File: config.mk
export PLATFORM = sky130hd
export DESIGN_NAME = acst_top
export DESIGN_NICKNAME = d
export VERILOG_FILES = /design/src/verilog/acst_edge.v /design/src/verilog/acst_top.v
export VERILOG_INCLUDE_DIRS = /design/src /design/src/shared
export SDC_FILE = /design/constraint.sdc
export NUM_CORES = 1
export LEC_CHECK = 0
export ABC_CLOCK_PERIOD_IN_PS = 3000
export BUFFER_PORTS_ARGS = -buffer_cell sky130_fd_sc_hd__buf_2
export CAP_MARGIN = 20
export CORE_UTILIZATION = 45
export DETAILED_ROUTE_END_ITERATION = 10
export RECOVER_POWER = 100
export SYNTH_ARGS = -nofsm -noshare
export SYNTH_HDL_FRONTEND = slang
export SYNTH_SLANG_ARGS = --single-unit
File: constraint.sdc
create_clock -name clk_sys -period 3 [get_ports clk_sys]
set_input_delay 0.3 -clock clk_sys [delete_from_list [all_inputs] [get_ports clk_sys]]
set_output_delay 0.3 -clock clk_sys [all_outputs]
set_load 0.005 [all_outputs]
File: src/shared/acst_consts.vh
// Timing counts, modes and field constants for the converter sequencer.
`ifndef ACST_CONSTS_VH
`define ACST_CONSTS_VH
// Master clock periods per conversion.
`define ACST_CONV_CYCLES 18
// Master clock periods of a full self-calibration.
`define ACST_CAL_FULL_CYCLES 125013
// Master clock periods of the internal DAC plus system full-scale phase.
`define ACST_CAL_GAIN_CYCLES 111114
// Master clock periods of the system offset phase.
`define ACST_CAL_OFFS_CYCLES 13899
// Busy must rise within 2.5 master periods; two whole periods are used.
`define ACST_BUSY_LAT_CYCLES 2
// Calibration kinds.
`define ACST_CAL_FULL 2'h0
`define ACST_CAL_GAIN 2'h1
`define ACST_CAL_OFFS 2'h2
// Result word width.
`define ACST_RES_W 12
// Serial frame length in bits.
`define ACST_FRAME_BITS 16
// Bit index in the serial frame that starts a conversion.
`define ACST_CMD_CONV_BIT 0
`endif

File: src/verilog/acst_edge.v
// Two-flop synchroniser with rise and fall detection.
`timescale 1ns/1ps
module acst_edge (
    clk_sys,
    rst,
    async_in,
    level_out,
    rise_out,
    fall_out
);
    parameter RESET_VAL = 1'b0;
    input wire clk_sys;
    input wire rst;
    input wire async_in;
    output wire level_out;
    output wire rise_out;
    output wire fall_out;
    reg meta_q;
    reg sync_q;
    reg last_q;

    // =========================================================
    // Synchroniser
    // The first stage feeds only the second stage, so no logic sees metastability.
    always @(posedge clk_sys) begin
        if (rst) begin
            meta_q <= RESET_VAL;
            sync_q <= RESET_VAL;
            last_q <= RESET_VAL;
        end else begin
            meta_q <= async_in;
            sync_q <= meta_q;
            last_q <= sync_q;
        end
    end

    // Edges compare two settled samples.
    assign level_out = sync_q;
    assign rise_out = sync_q & ~last_q;
    assign fall_out = ~sync_q & last_q;
endmodule // acst_edge

File: src/verilog/acst_top.v
// Conversion and calibration sequencer with framed serial port.
`timescale 1ns/1ps
`include "acst_consts.vh"
module acst_top (
    clk_sys,
    rst,
    master_clock_in,
    conv_start_n,
    cal_start,
    cal_kind,
    mode_sel,
    polarity,
    frame_sel_n,
    sclk_in,
    sclk_out,
    sclk_oe_n,
    din_in,
    din_out,
    din_oe_n,
    dout_out,
    dout_oe_n,
    sample_data,
    busy,
    result
);
    parameter CAL_FULL = `ACST_CAL_FULL_CYCLES;
    parameter CAL_GAIN = `ACST_CAL_GAIN_CYCLES;
    parameter CAL_OFFS = `ACST_CAL_OFFS_CYCLES;
    parameter RES_W = `ACST_RES_W;
    parameter FRAME_BITS = `ACST_FRAME_BITS;
    input wire clk_sys;
    input wire rst;
    input wire master_clock_in;
    input wire conv_start_n;
    input wire cal_start;
    input wire [1:0] cal_kind;
    input wire [2:0] mode_sel;
    input wire polarity;
    input wire frame_sel_n;
    input wire sclk_in;
    output reg sclk_out;
    output wire sclk_oe_n;
    input wire din_in;
    output reg din_out;
    output reg din_oe_n;
    output reg dout_out;
    output reg dout_oe_n;
    input wire [RES_W-1:0] sample_data;
    output reg busy;
    output reg [RES_W-1:0] result;

    localparam ST_IDLE = 2'h0;
    localparam ST_CONV = 2'h1;
    localparam ST_CAL = 2'h2;
    localparam ST_ARM = 2'h3;

    wire mclk_rise;
    wire cs_fall;
    wire cal_rise;
    wire fs_low;
    wire fs_fall;
    wire fs_rise;
    wire fs_n_lvl;
    wire mclk_lvl;
    wire mclk_fall;
    wire din_lvl;
    wire sclk_r;
    wire sclk_f;
    wire pol_lvl;
    wire [2:0] mode_q;
    reg [2:0] mode_s1_q;
    reg [2:0] mode_s2_q;
    reg [1:0] kind_s1_q;
    reg [1:0] kind_s2_q;
    reg [1:0] st_q;
    reg [16:0] cnt_q;
    reg [16:0] cal_len_q;
    reg [1:0] lat_q;
    reg [FRAME_BITS-1:0] sh_out_q;
    reg [FRAME_BITS-1:0] sh_in_q;
    reg [4:0] bit_q;
    reg soft_conv_q;
    wire self_clk;
    wire launch_edge;
    wire sample_edge;

    // =========================================================
    // Input synchronisers
    acst_edge #(.RESET_VAL(1'b0)) u_mclk (.clk_sys(clk_sys), .rst(rst),
        .async_in(master_clock_in),
        .level_out(mclk_lvl), .rise_out(mclk_rise), .fall_out(mclk_fall));
    acst_edge #(.RESET_VAL(1'b1)) u_cs (.clk_sys(clk_sys), .rst(rst),
        .async_in(conv_start_n), .level_out(), .rise_out(), .fall_out(cs_fall));
    acst_edge #(.RESET_VAL(1'b0)) u_cal (.clk_sys(clk_sys), .rst(rst),
        .async_in(cal_start), .level_out(), .rise_out(cal_rise), .fall_out());
    acst_edge #(.RESET_VAL(1'b1)) u_fs (.clk_sys(clk_sys), .rst(rst),
        .async_in(frame_sel_n), .level_out(fs_n_lvl), .rise_out(fs_rise), .fall_out(fs_fall));
    acst_edge #(.RESET_VAL(1'b1)) u_sclk (.clk_sys(clk_sys), .rst(rst),
        .async_in(sclk_in), .level_out(), .rise_out(sclk_r), .fall_out(sclk_f));
    acst_edge #(.RESET_VAL(1'b0)) u_din (.clk_sys(clk_sys), .rst(rst),
        .async_in(din_in), .level_out(din_lvl), .rise_out(), .fall_out());
    acst_edge #(.RESET_VAL(1'b1)) u_pol (.clk_sys(clk_sys), .rst(rst),
        .async_in(polarity), .level_out(pol_lvl), .rise_out(), .fall_out());

    // Straps are slow levels; a plain two-flop pass is enough.
    always @(posedge clk_sys) begin
        if (rst) begin
            mode_s1_q <= 3'h1;
            mode_s2_q <= 3'h1;
            kind_s1_q <= 2'h0;
            kind_s2_q <= 2'h0;
        end else begin
            mode_s1_q <= mode_sel;
            mode_s2_q <= mode_s1_q;
            kind_s1_q <= cal_kind;
            kind_s2_q <= kind_s1_q;
        end
    end
    assign mode_q = mode_s2_q;
    // The frame select pin is active low; fs_low marks an open frame.
    assign fs_low = ~fs_n_lvl;

    // =========================================================
    // Serial clock source and edge roles
    assign self_clk = (mode_q == 3'h4) || (mode_q == 3'h5);
    assign sclk_oe_n = ~self_clk;

    // Self clock copies the synchronised master level, so it runs at master rate.
    // It runs free in modes four and five; frame select alone marks the words.
    always @(posedge clk_sys) begin
        if (rst) begin
            sclk_out <= 1'b0;
        end else begin
            sclk_out <= self_clk & mclk_lvl;
        end
    end

    // With the host clock the mode 1-3 rate limit is the host's duty.
    // Polarity low swaps which edge launches and which samples.
    assign launch_edge = self_clk ? (pol_lvl ? mclk_fall : mclk_rise) :
        (pol_lvl ? sclk_f : sclk_r);
    assign sample_edge = self_clk ? (pol_lvl ? mclk_rise : mclk_fall) :
        (pol_lvl ? sclk_r : sclk_f);

    // =========================================================
    // Conversion and calibration sequencer
    always @(posedge clk_sys) begin
        if (rst) begin
            st_q <= ST_IDLE;
            cnt_q <= 17'h0_0000;
            cal_len_q <= 17'h0_0000;
            lat_q <= 2'h0;
            busy <= 1'b0;
            result <= {RES_W{1'b0}};
        end else begin
            case (st_q)
                ST_IDLE: begin
                    if (cal_rise) begin
                        busy <= 1'b1;
                        st_q <= ST_CAL;
                        cnt_q <= 17'h0_0000;
                        case (kind_s2_q)
                            `ACST_CAL_GAIN: cal_len_q <= CAL_GAIN[16:0];
                            `ACST_CAL_OFFS: cal_len_q <= CAL_OFFS[16:0];
                            default: cal_len_q <= CAL_FULL[16:0];
                        endcase
                    end else if (cs_fall || soft_conv_q) begin
                        busy <= 1'b1;
                        st_q <= ST_CONV;
                        cnt_q <= 17'h0_0000;
                    end
                end
                ST_CONV: begin
                    if (mclk_rise) begin
                        cnt_q <= cnt_q + 17'h0_0001;
                        if (cnt_q == `ACST_CONV_CYCLES - 1) begin
                            busy <= 1'b0;
                            result <= sample_data;
                            st_q <= ST_IDLE;
                        end
                    end
                end
                ST_CAL: begin
                    // A start pulse during calibration re-arms busy quickly.
                    if (cs_fall) begin
                        st_q <= ST_ARM;
                        lat_q <= 2'h0;
                    end
                    if (mclk_rise) begin
                        cnt_q <= cnt_q + 17'h0_0001;
                        if (cnt_q == cal_len_q - 17'h0_0001) begin
                            busy <= 1'b0;
                            st_q <= ST_IDLE;
                        end
                    end
                end
                ST_ARM: begin
                    // Busy is already high; counting goes on, and ST_CAL returns after two master rises.
                    busy <= 1'b1;
                    if (mclk_rise) begin
                        lat_q <= lat_q + 2'h1;
                        cnt_q <= cnt_q + 17'h0_0001;
                    end
                    if (lat_q == `ACST_BUSY_LAT_CYCLES) begin
                        st_q <= ST_CAL;
                    end
                    // The sequence may run out while re-armed; it must still end.
                    if (mclk_rise && cnt_q == cal_len_q - 17'h0_0001) begin
                        busy <= 1'b0;
                        st_q <= ST_IDLE;
                    end
                end
                default: st_q <= ST_IDLE;
            endcase
        end
    end

    // =========================================================
    // Framed serial port
    // The result shifts out MSB first; host bits shift in for the command word.
    always @(posedge clk_sys) begin
        if (rst) begin
            dout_oe_n <= 1'b1;
            din_oe_n <= 1'b1;
            dout_out <= 1'b0;
            din_out <= 1'b0;
            sh_out_q <= {FRAME_BITS{1'b0}};
            sh_in_q <= {FRAME_BITS{1'b0}};
            bit_q <= 5'h00;
            soft_conv_q <= 1'b0;
        end else begin
            soft_conv_q <= 1'b0;
            if (fs_fall) begin
                dout_oe_n <= 1'b0;
                din_oe_n <= 1'b0;
                sh_out_q <= {{(FRAME_BITS-RES_W){1'b0}}, result};
                bit_q <= 5'h00;
            end else if (fs_rise) begin
                dout_oe_n <= 1'b1;
                din_oe_n <= 1'b1;
                if (bit_q == FRAME_BITS) begin
                    soft_conv_q <= sh_in_q[`ACST_CMD_CONV_BIT];
                end
            end else if (fs_low) begin
                if (launch_edge) begin
                    dout_out <= sh_out_q[FRAME_BITS-1];
                    din_out <= sh_out_q[FRAME_BITS-1];
                    sh_out_q <= {sh_out_q[FRAME_BITS-2:0], 1'b0};
                end
                if (sample_edge) begin
                    sh_in_q <= {sh_in_q[FRAME_BITS-2:0], din_lvl};
                    if (bit_q != FRAME_BITS) begin
                        bit_q <= bit_q + 5'h01;
                    end
                    // The shared line returns to input once the frame's last bit is in.
                    if (bit_q == FRAME_BITS - 1) begin
                        din_oe_n <= 1'b1;
                    end
                end
            end
        end
    end
endmodule // acst_top

==> impl_metrics.yaml, run 1 <==
critical_path:
  cp_max_fo: 10
  r2r_slack_ns: 0.63
  required_ns: 3.24
  critPathLaunchType: "flop"
  ff2ff_path_depth: 7
  crit_arrival_ns: 2.62
  crit_chain: "buf_4, or4_4, o31ai_2, o22ai_1, nor4_4, a21oi_1, a311o_1"
  cp_slowest_cell: "or4_4"
  crit_path_start: "cal_len_q[6]"
  r2r_start: "cal_len_q[6]"
  r2r-end: "st_q[0]"
  path_class: "reg2reg"
  cp-end-kind: "flop"
  slowest_delay_ns: 0.57
placed_design:
  post_dp_cell_area_um2: 4620
  place.gp.congestion: 0.839
  dp_hpwl_um: 5890
  port_buffers: 43
logic_synthesis:
  ys_seq_area_share_pct: 43.8
  ys_ff_latch: 94
  ys.flop_type: "dfxtp_1"
  syn-cell-area_um2: 4300
  syn_avg_cell_area_um2: 9.09
  synth_cell_types: 55
  synth-async-reset-ratio_pct: 0
  synth_cells: 473
  synth_fp_nets: 513
  synth-edff-count: 0
  yosys_warnings: 0
  yosysTopAreaCell: "dfxtp_1"
  synth_top_area_share_pct: 43.8
  yosys-top-cells-area: "dfxtp_1 44%, mux2i_1 7.7%, nor2_1 6.4%"
sta:
  slew_viol_final: 44
  tns_ns: 0
  fmax_mhz: 421
  setup_violations: 0
  worst_pin_slew_ns: 1.79
  finClkSkew_ns: 0.0128
  maxSlewHeadroom_pct: -19.3
  fin_crit_ns: 2.37
  rsz0062_at_grt: "false"
  finalHoldViolations: 0
  post-route-period-util_pct: 79.2
status:
  failed_checks: "capacitance limit, slew limit"
  status: "finished with violations"
layout:
  layout.cells.most_common: "dfxtp_1"
  drive_above_1_share_pct: 15.6
  stdcell_area_um2: 4790
  fin_nets: 547
  area_delta_synth_final_pct: 11.4
  antenna_cells: 0
  final_cell_mix: "94 x dfxtp_1, 73 x nor2_1, 38 x buf_2"
min_path:
  min_path_type: "in2reg"
  hold_depth: 2
  hp-start: "polarity"
  hold_end: "u_pol.meta_q"
cts:
  clk_root_buffer_cell: "clkbuf_8"
  cts.htree.levels: 3
  clock-sinks: 94
  cts_buffers: 9
  post_cts_buffers: 0
  post_cts_resized: 0
  insertion_delay_ns: 0.36
  clk_pin_slew_ns: 0.11
  cts_buffer_depth: 2
  cts_hold_buf: 0
  cts_tree: "yes"
pwr:
  clkPwrFrac_pct: 34.5
  power_frac_seq_pct: 56.4
  power.internal_mw: 1.70
  vdd_drop_max_mv: 0.290
  powerDensity_nw_per_um2: 483
  p_sw_share_pct: 26.6
  cellLeakagePower_nw: 1.86
  combPwrFrac_pct: 9.0
  switchingPower_mw: 0.615
grt:
  grt_max_degree: 44
  antenna_found_initial: 0
  grt_pass1_vias: 2931
  grtUsageTotal_pct: 17.7
  gr-total-overflow: 0
  grt_pass1_wl_um: 14000
drt:
  drc: 0
  via_count: 3237
  first_pass_iters: 4
  drt_iter0_markers: 128
  drt.antenna.violating_nets: 0
  wirelength_um: 8200
  wl_per_cell_um: 12.8
  vias_per_cell: 5.05
die:
  initial_core_util_pct: 46.5
  rows: 35
  io-pin-count: 45
  fp.coreArea_um2: 9240
  die_h_um: 99.7
  die_x_um: 99.7
  die_area_um2: 9950
job:
  cap_viol_max_count: 1
[flip-flops by register name (all words and copies together), names as in the netlist, 5 cells and up]
register   flops
result        12
bit_q          5
cnt_q         17
cal_len_q      6
sh_out_q      16
[area by class of cell]
class                   count  area (um2)
clock buffers               9         124
clock inverters             7        61.3
fillers                   889        4450
inverters                  15        56.3
multi-input cells         335        2240
flip-flops and latches     94        1880
well taps                 129         161
repair buffers             52         267
[stage by stage]
step | setup slack [ns] | instances | power [mW] | hold slack (ns) | util (%)
finish | 0.625 | 641 | 2.31 | 0.111 | 51.8
floorplan | 0.532 | 473 | 1.49 | 0.389 | -
global route | 0.313 | 641 | 2.43 | 0.0915 | 51.8
detailed placement | 0.640 | 625 | 1.55 | 0.393 | 50.0
global placement | 0.654 | 625 | 1.54 | 0.395 | 50.0
CTS | 0.616 | 641 | 2.35 | 0.0903 | 52.0
[power groups by stage]
stage | clock network (mW) | logic (mW) | registers [mW]
after floorplan | 0 | 0.165 | 1.32
after global placement | 0 | 0.208 | 1.33
after detailed placement | 0 | 0.212 | 1.33
after CTS | 0.834 | 0.213 | 1.30
after global routing | 0.881 | 0.238 | 1.31
final | 0.798 | 0.209 | 1.30
[cells in the mapped netlist (3+ instances only)]
master / count
buf_1: 3
o21ai_0: 13
mux2i_1: 33
xor2_1: 13
nor2b_1: 28
clkbuf_1: 22
and3_1: 6
a22oi_1: 3
nor4b_1: 4
nand3_1: 5
and2_1: 3
xnor2_1: 10
inv_1: 15
or3_1: 3
or2_2: 14
nor2_1: 73
nand4_1: 4
ha_1: 14
o22ai_1: 4
nand2_1: 22
a211oi_1: 17
dfxtp_1: 94
nand2b_1: 8
a21oi_1: 13
nor3_1: 7
nor4_1: 4
[worst max-delay path: cells and delay by family (launching register included)]
family	cells	cell delay (ns)
flops	1	0.32
compound gates	4	0.83
simple gates	2	0.95
buf+inv	1	0.17
[cell families after synthesis]
kind of cell	Yosys count	synth area share, %
AO/OA/AOI/OAI	70	11.1
AND/OR/NAND/NOR	192	23.2
buffers and inverters	44	4.16
adder cells (fa/ha/maj)	14	4.08
flip-flops	94	43.8
multiplexers	36	9.00
XOR/XNOR	23	4.69
[per-layer routing]
| layer | routed length, um | GRT usage [%] | up-vias |
|---|---|---|---|
| met5 | 0 | 0 | - |
| met4 | 127 | 7.01 | 0 |
| met3 | 315 | 3.16 | 11 |
| met2 | 3290 | 26.1 | 69 |
| met1 | 4470 | 25.5 | 1471 |
| li1 | - | - | 1686 |
[how the worst max path moves through the flow]
stage	to	slack, ns	cells after the start
floorplan	st_q[0]	0.53	9
global placement	st_q[0]	0.65	7
detailed placement	st_q[0]	0.64	7
CTS	st_q[0]	0.62	7
global route	busy	0.31	4
finish	st_q[0]	0.63	7
(Power assumes the default switching activity.)
==> run 2: changes to the inputs <==
--- a/config.mk
+++ b/config.mk
@@ -6,7 +6,8 @@
 export SDC_FILE = /design/constraint.sdc
 export NUM_CORES = 1
 export LEC_CHECK = 0
-export ABC_CLOCK_PERIOD_IN_PS = 3000
+export ABC_AREA = 1
+export ABC_CLOCK_PERIOD_IN_PS = 2400
 export BUFFER_PORTS_ARGS = -buffer_cell sky130_fd_sc_hd__buf_2
 export CAP_MARGIN = 20
 export CORE_UTILIZATION = 45
==> constraint.sdc (replaced) <==
create_clock -name clk_sys -period 2.4 [get_ports clk_sys]
set_input_delay 0.24 -clock clk_sys [delete_from_list [all_inputs] [get_ports clk_sys]]
set_output_delay 0.24 -clock clk_sys [all_outputs]
set_load 0.005 [all_outputs]
==> run 2 against run 1 <==
Effect of this change: the flow now finishes without violations; sequential cell count unchanged; synthesized area increased by 4.3%; sequential share of layout area is 2.2 points lower; final cell count rose by 27%; combinational power is 77% higher; clock power grew 74%; clock skew is 0.0036 ns lower; worst hold slack got worse by 0.072 ns; critical path type unchanged; largest cell class unchanged; highest routed layer unchanged.
==> impl_metrics.yaml, run 2 <==
cts:
  cts_tree: "yes"
  clock-sinks: 94
  cts_hold_buf: 0
  cts_buffers: 9
  insertion_delay_ns: 0.38
  clk_pin_slew_ns: 0.10
  post_cts_buffers: 0
  cts_buffer_depth: 2
  clk_root_buffer_cell: "clkbuf_8"
  post_cts_resized: 0
  cts.htree.levels: 3
logic_synthesis:
  synth_common_cells: "130 x nand2_1, 94 x dfxtp_1, 86 x inv_1, 68 x nor2_1, 48 x nand3_1"
  synth_cells: 634
  synth_fp_nets: 674
  yosysTopAreaCell: "dfxtp_1"
  yosys-top-cells-area: "dfxtp_1 42%, nand2_1 11%, inv_1 7.2%"
  syn-cell-area_um2: 4480
  syn_avg_cell_area_um2: 7.07
  synth.most_common_cell: "nand2_1"
  ys.flop_type: "dfxtp_1"
  yosys_warnings: 0
  synth_top_area_share_pct: 42.0
  ys_ff_latch: 94
  ys_seq_area_share_pct: 42.0
  synth-async-reset-ratio_pct: 0
  synth_cell_types: 38
  synth-edff-count: 0
layout:
  drive_above_1_share_pct: 11.4
  stdcell_area_um2: 5070
  fin_nets: 719
  final_cell_mix: "130 x nand2_1, 94 x dfxtp_1, 87 x inv_1"
  stdcell_count: 817
  layout.cells.most_common: "nand2_1"
  reg.largest.list: "cnt_q (17), sh_out_q (16), result (12)"
  largest_reg_flops: 17
  area_delta_synth_final_pct: 13.1
  antenna_cells: 0
  largest-register: "cnt_q"
critical_path:
  cp_max_fo: 6
  crit_arrival_ns: 2.35
  cp_slowest_cell: "dfxtp_1"
  r2r_start: "st_q[1]"
  slowest_delay_ns: 0.35
  r2r_slack_ns: 0.31
  crit_path_start: "st_q[1]"
  required_ns: 2.66
  path_class: "reg2reg"
  crit_top_cell: "inv_1"
  critPathLaunchType: "flop"
  crit_chain: "nor2_1, nand2_2, nor2_1, clkinvlp_2, nand2_4, inv_1, nand3_1, inv_1, nand4_1, inv_1, a21oi_1, nor3_1"
  cp-end-kind: "flop"
pwr:
  finalPower_mw: 3.40
  p_sw_share_pct: 25.4
  powerDensity_nw_per_um2: 670
  power_frac_seq_pct: 48.1
  cellLeakagePower_nw: 2.18
  clkPwrFrac_pct: 41.0
  vdd_drop_max_mv: 0.543
  combPwrFrac_pct: 10.9
  power.internal_mw: 2.53
  switchingPower_mw: 0.864
sta:
  fin_crit_ns: 2.09
  setup_violations: 0
  finClkSkew_ns: 0.00918
  rsz0062_at_grt: "false"
  finalHoldViolations: 0
  worst_pin_slew_ns: 0.906
  holdWs_ns: 0.0396
  tns_ns: 0
  post-route-period-util_pct: 87.3
  slew_viol_final: 0
  maxSlewHeadroom_pct: 39.6
  fmax_mhz: 478
die:
  io-pin-count: 45
  die_h_um: 102
  fp.coreArea_um2: 9730
  die_x_um: 102
  rows: 36
  die_area_um2: 10400
  initial_core_util_pct: 46.1
drt:
  drt_iter0_markers: 165
  via_count: 4088
  drt.antenna.violating_nets: 0
  first_pass_iters: 5
  wl_per_cell_um: 12.7
  drc: 0
  wirelength_um: 10400
  vias_per_cell: 5.00
grt:
  gr-total-overflow: 0
  grtUsageTotal_pct: 21.6
  antenna_found_initial: 0
  grt_pass1_wl_um: 17300
  grt_pass1_vias: 3665
  grt_max_degree: 36
placed_design:
  place.gp.congestion: 0.877
  dp.cells: 801
  dp_hpwl_um: 7620
  port_buffers: 43
  post_dp_cell_area_um2: 4860
status:
  status: "finished, final reports clean"
job:
  cap_viol_max_count: 0
min_path:
  hp-start: "conv_start_n"
  min_path_type: "in2reg"
[run 2: changes by cell type in the layout (fill, tap and decap cells not counted), sizes merged, moves of 10 or more]
cell	delta
a211oi	-15
a21oi	+24
a31oi	+10
buf	-10
clkbuf	+12
inv	+71
mux2i	-32
nand2	+111
nand3	+44
nor2b	-28
nor3	+17
o21ai	+31
xnor2	-10
xor2	-12
[run 2: kinds of logic after synthesis]
| group | share of synthesized area, % |
|---|---|
| simple gates | 31.2 |
| buf+inv | 9.80 |
| compound gates | 12.7 |
| flops | 42.0 |
| fa+ha+maj | 3.91 |
| xor+xnor | 0.195 |
| mux | 0.223 |
[run 2: routing by layer]
metal,wire length [um],global-route usage [%],up-vias
met5,0,0,-
met4,102,6.70,0
met3,435,6.84,10
met2,4830,34.3,68
met1,4990,28.2,1884
li1,-,-,2126
[run 2: cell type report]
class                   instances  area (um2)
clock buffers                   9         124
clock inverters                 7         145
fillers                      1017        4660
inverters                      93         350
multi-input cells             427        2140
flip-flops and latches         94        1880
well taps                     133         166
repair buffers                 54         264
[run 2: worst paths after layout]
path / endpoint / depth (start not counted)
hold reg to reg: u_cal.level_out / 2
hold / removal: u_cs.meta_q / 2
setup / recovery: cnt_q[12] / 12
setup reg to reg: cnt_q[12] / 12
[run 2: worst max-delay path, delay by kind of cell, from the launching register on]
| kind | cells | cell delay [ns] |
|---|---|---|
| buffers and inverters | 4 | 0.51 |
| flip-flops | 1 | 0.35 |
| AND/OR/NAND/NOR | 7 | 0.97 |
| AO/OA/AOI/OAI | 1 | 0.13 |
[run 2: power groups by stage]
| stage | registers (mW) | clock network [mW] | logic, mW |
|---|---|---|---|
| floorplan | 1.67 | 0 | 0.273 |
| global placement | 1.67 | 0 | 0.374 |
| detailed placement | 1.67 | 0 | 0.378 |
| CTS | 1.63 | 1.44 | 0.380 |
| global route | 1.64 | 1.49 | 0.420 |
| finish | 1.63 | 1.39 | 0.370 |
[run 2: stage by stage]
step / worst slack, ns / util [%]
2_1_floorplan: 0.481 / -
4_1_cts: 0.299 / 52.7
6_report: 0.306 / 52.1
5_1_grt: 0.0685 / 52.1
3_3_place_gp: 0.351 / 49.9
3_5_place_dp: 0.328 / 49.9
==> run 3: changes to the inputs <==
--- a/config.mk
+++ b/config.mk
@@ -15,4 +15,6 @@
 export RECOVER_POWER = 100
 export SYNTH_ARGS = -nofsm -noshare
 export SYNTH_HDL_FRONTEND = slang
+export SYNTH_HIERARCHICAL = 1
 export SYNTH_SLANG_ARGS = --single-unit
+export TNS_END_PERCENT = 100
==> run 3 against run 2 <==
Effect of this change: critical path depth fell by 5; die area barely moved; worst hold slack better by 0.0069 ns; largest power group unchanged; sequential share of layout area is 0.36 points higher; first-iteration DRC count up 8.5%; power fell by 9.6%; non-clock buffer count rose by 3; via count shrank 1.6%.
==> impl_metrics.yaml, run 3 <==
status:
  status: "finished, final reports clean"
cts:
  cts_buffers: 9
  cts.htree.levels: 3
  insertion_delay_ns: 0.36
  clock-sinks: 94
  cts_tree: "yes"
  clk_pin_slew_ns: 0.10
  clk_root_buffer_cell: "clkbuf_8"
  post_cts_buffers: 0
  post_cts_resized: 0
  cts_buffer_depth: 2
  cts_hold_buf: 0
layout:
  nFillCells: 1013
  final_cell_mix: "149 x nand2_1, 95 x inv_1, 94 x dfxtp_1"
  finish.utilization_pct: 51.6
  largest-register: "cnt_q"
  fin_nets: 723
  stdcell_area_um2: 5020
  antenna_cells: 0
  stdcell_count: 824
  drive_above_1_share_pct: 11.6
  area_delta_synth_final_pct: 12.0
  layout.cells.most_common: "nand2_1"
  largest_reg_flops: 17
  reg.largest.list: "cnt_q (17), sh_out_q (16), result (12)"
critical_path:
  r2r-end: "cnt_q[15]"
  critPathLaunchType: "flop"
  crit_chain: "nor2_1, nand2_2, nor2_1, nand2_4, a21oi_1, inv_1, nor3b_1"
  crit_top_cell: "nor2_1"
  ff2ff_path_depth: 7
  cp_slowest_cell: "a21oi_1"
  cp_max_fo: 9
  r2r_slack_ns: 0.32
  required_ns: 2.69
  r2r_start: "st_q[1]"
  cp_top_family: "simple AND/OR/NAND/NOR gates"
  cp-end-kind: "flop"
  slowest_delay_ns: 0.63
  crit_arrival_ns: 2.37
  path_class: "reg2reg"
  critPathBufInv: 1
sta:
  post-route-period-util_pct: 86.7
  rsz0062_at_grt: "false"
  slew_viol_final: 0
  maxSlewHeadroom_pct: 10.3
  tns_ns: 0
  finalHoldViolations: 0
  fmax_mhz: 481
  fin_crit_ns: 2.08
  setup_violations: 0
  finClkSkew_ns: 0.0173
  worst_pin_slew_ns: 1.35
pwr:
  powerDensity_nw_per_um2: 612
  finalPower_mw: 3.07
  cellLeakagePower_nw: 2.14
  vdd_drop_max_mv: 0.425
min_path:
  hold_end: "u_fs/meta_q"
  hold_depth: 3
  min_path_type: "in2reg"
  hp-start: "frame_sel_n"
placed_design:
  place.gp.congestion: 0.856
  port_buffers: 43
  post_dp_cell_area_um2: 4870
  dp.cells: 808
  dp_hpwl_um: 7100
drt:
  vias_per_cell: 4.88
  drt_iter0_markers: 179
  drt.antenna.violating_nets: 0
  via_count: 4021
  wl_per_cell_um: 11.7
  first_pass_iters: 5
  wirelength_um: 9630
  drc: 0
die:
  initial_core_util_pct: 46.1
  fp.coreArea_um2: 9730
  die_area_um2: 10400
  rows: 36
  io-pin-count: 45
  die_x_um: 102
  die_h_um: 102
grt:
  gr-total-overflow: 0
  grt_max_degree: 30
  antenna_found_initial: 0
  grt_pass1_wl_um: 16200
  grt_pass1_vias: 3579
  grtUsageTotal_pct: 19.8
logic_synthesis:
  syn_avg_cell_area_um2: 7.04
  synth_fp_nets: 674
  yosys_warnings: 6
  synth_cells: 637
  syn-cell-area_um2: 4480
job:
  cap_viol_max_count: 0
[run 3: changes by cell type in the layout (fill, tap and decap cells not counted), moves of 9 or more]
| cell | previous run | this run |
|---|---|---|
| nand2_1 | 130 | 149 |
| o21ai_0 | 44 | 28 |
| nand3_1 | 49 | 32 |
| nor4_1 | 3 | 14 |
| nor2_1 | 70 | 79 |
[run 3: per-stage QoR]
| step | setup WS [ns] | hold slack, ns |
|---|---|---|
| floorplan | 0.486 | 0.311 |
| global placement | 0.392 | 0.392 |
| detailed placement | 0.361 | 0.395 |
| CTS | 0.350 | 0.0376 |
| global route | 0.0322 | 0.0427 |
| finish | 0.319 | 0.0466 |
[run 3: worst max-delay path by stage]
stage,from,to,slack (ns),cells after the start
final,st_q[1],cnt_q[15],0.32,7
after global routing,cal_len_q[12],busy,0.03,17
after CTS,cal_len_q[12],st_q[0],0.35,16
after detailed placement,cal_len_q[12],busy,0.36,16
after global placement,cal_len_q[12],st_q[0],0.39,16
after floorplan,cal_len_q[6],st_q[0],0.49,17
[run 3: cell type report]
| type | count | area (um2) | area share [%] |
|---|---|---|---|
| inverters | 100 | 375 | 7.48 |
| well taps | 133 | 166 | 3.31 |
| clock inverters | 6 | 80.1 | 1.59 |
| multi-input cells | 424 | 2090 | 41.7 |
| flip-flops and latches | 94 | 1880 | 37.5 |
| clock buffers | 10 | 138 | 2.74 |
| repair buffers | 57 | 285 | 5.68 |
[run 3: layer usage]
metal,wire [um],global-route usage [%]
met4,140,6.48
met3,383,3.08
met2,4200,31.3
met5,0,0
met1,4900,27.6
[run 3: report_power, final]
| group | internal (mW) | total, mW | switching (mW) |
|---|---|---|---|
| logic | 0.110 | 0.336 | 0.226 |
| clock network | 0.527 | 1.12 | 0.596 |
| registers | 1.59 | 1.61 | 0.0184 |
| total | 2.23 | 3.07 | 0.841 |
[run 3: worst register-to-register path: stages, from the launching register on]
cell and delay [ns]:
dfxtp_1 0.35, nor2_1 0.20, nand2_2 0.08, nor2_1 0.16, nand2_4 0.09, a21oi_1 0.63, inv_1 0.27, nor3b_1 0.24
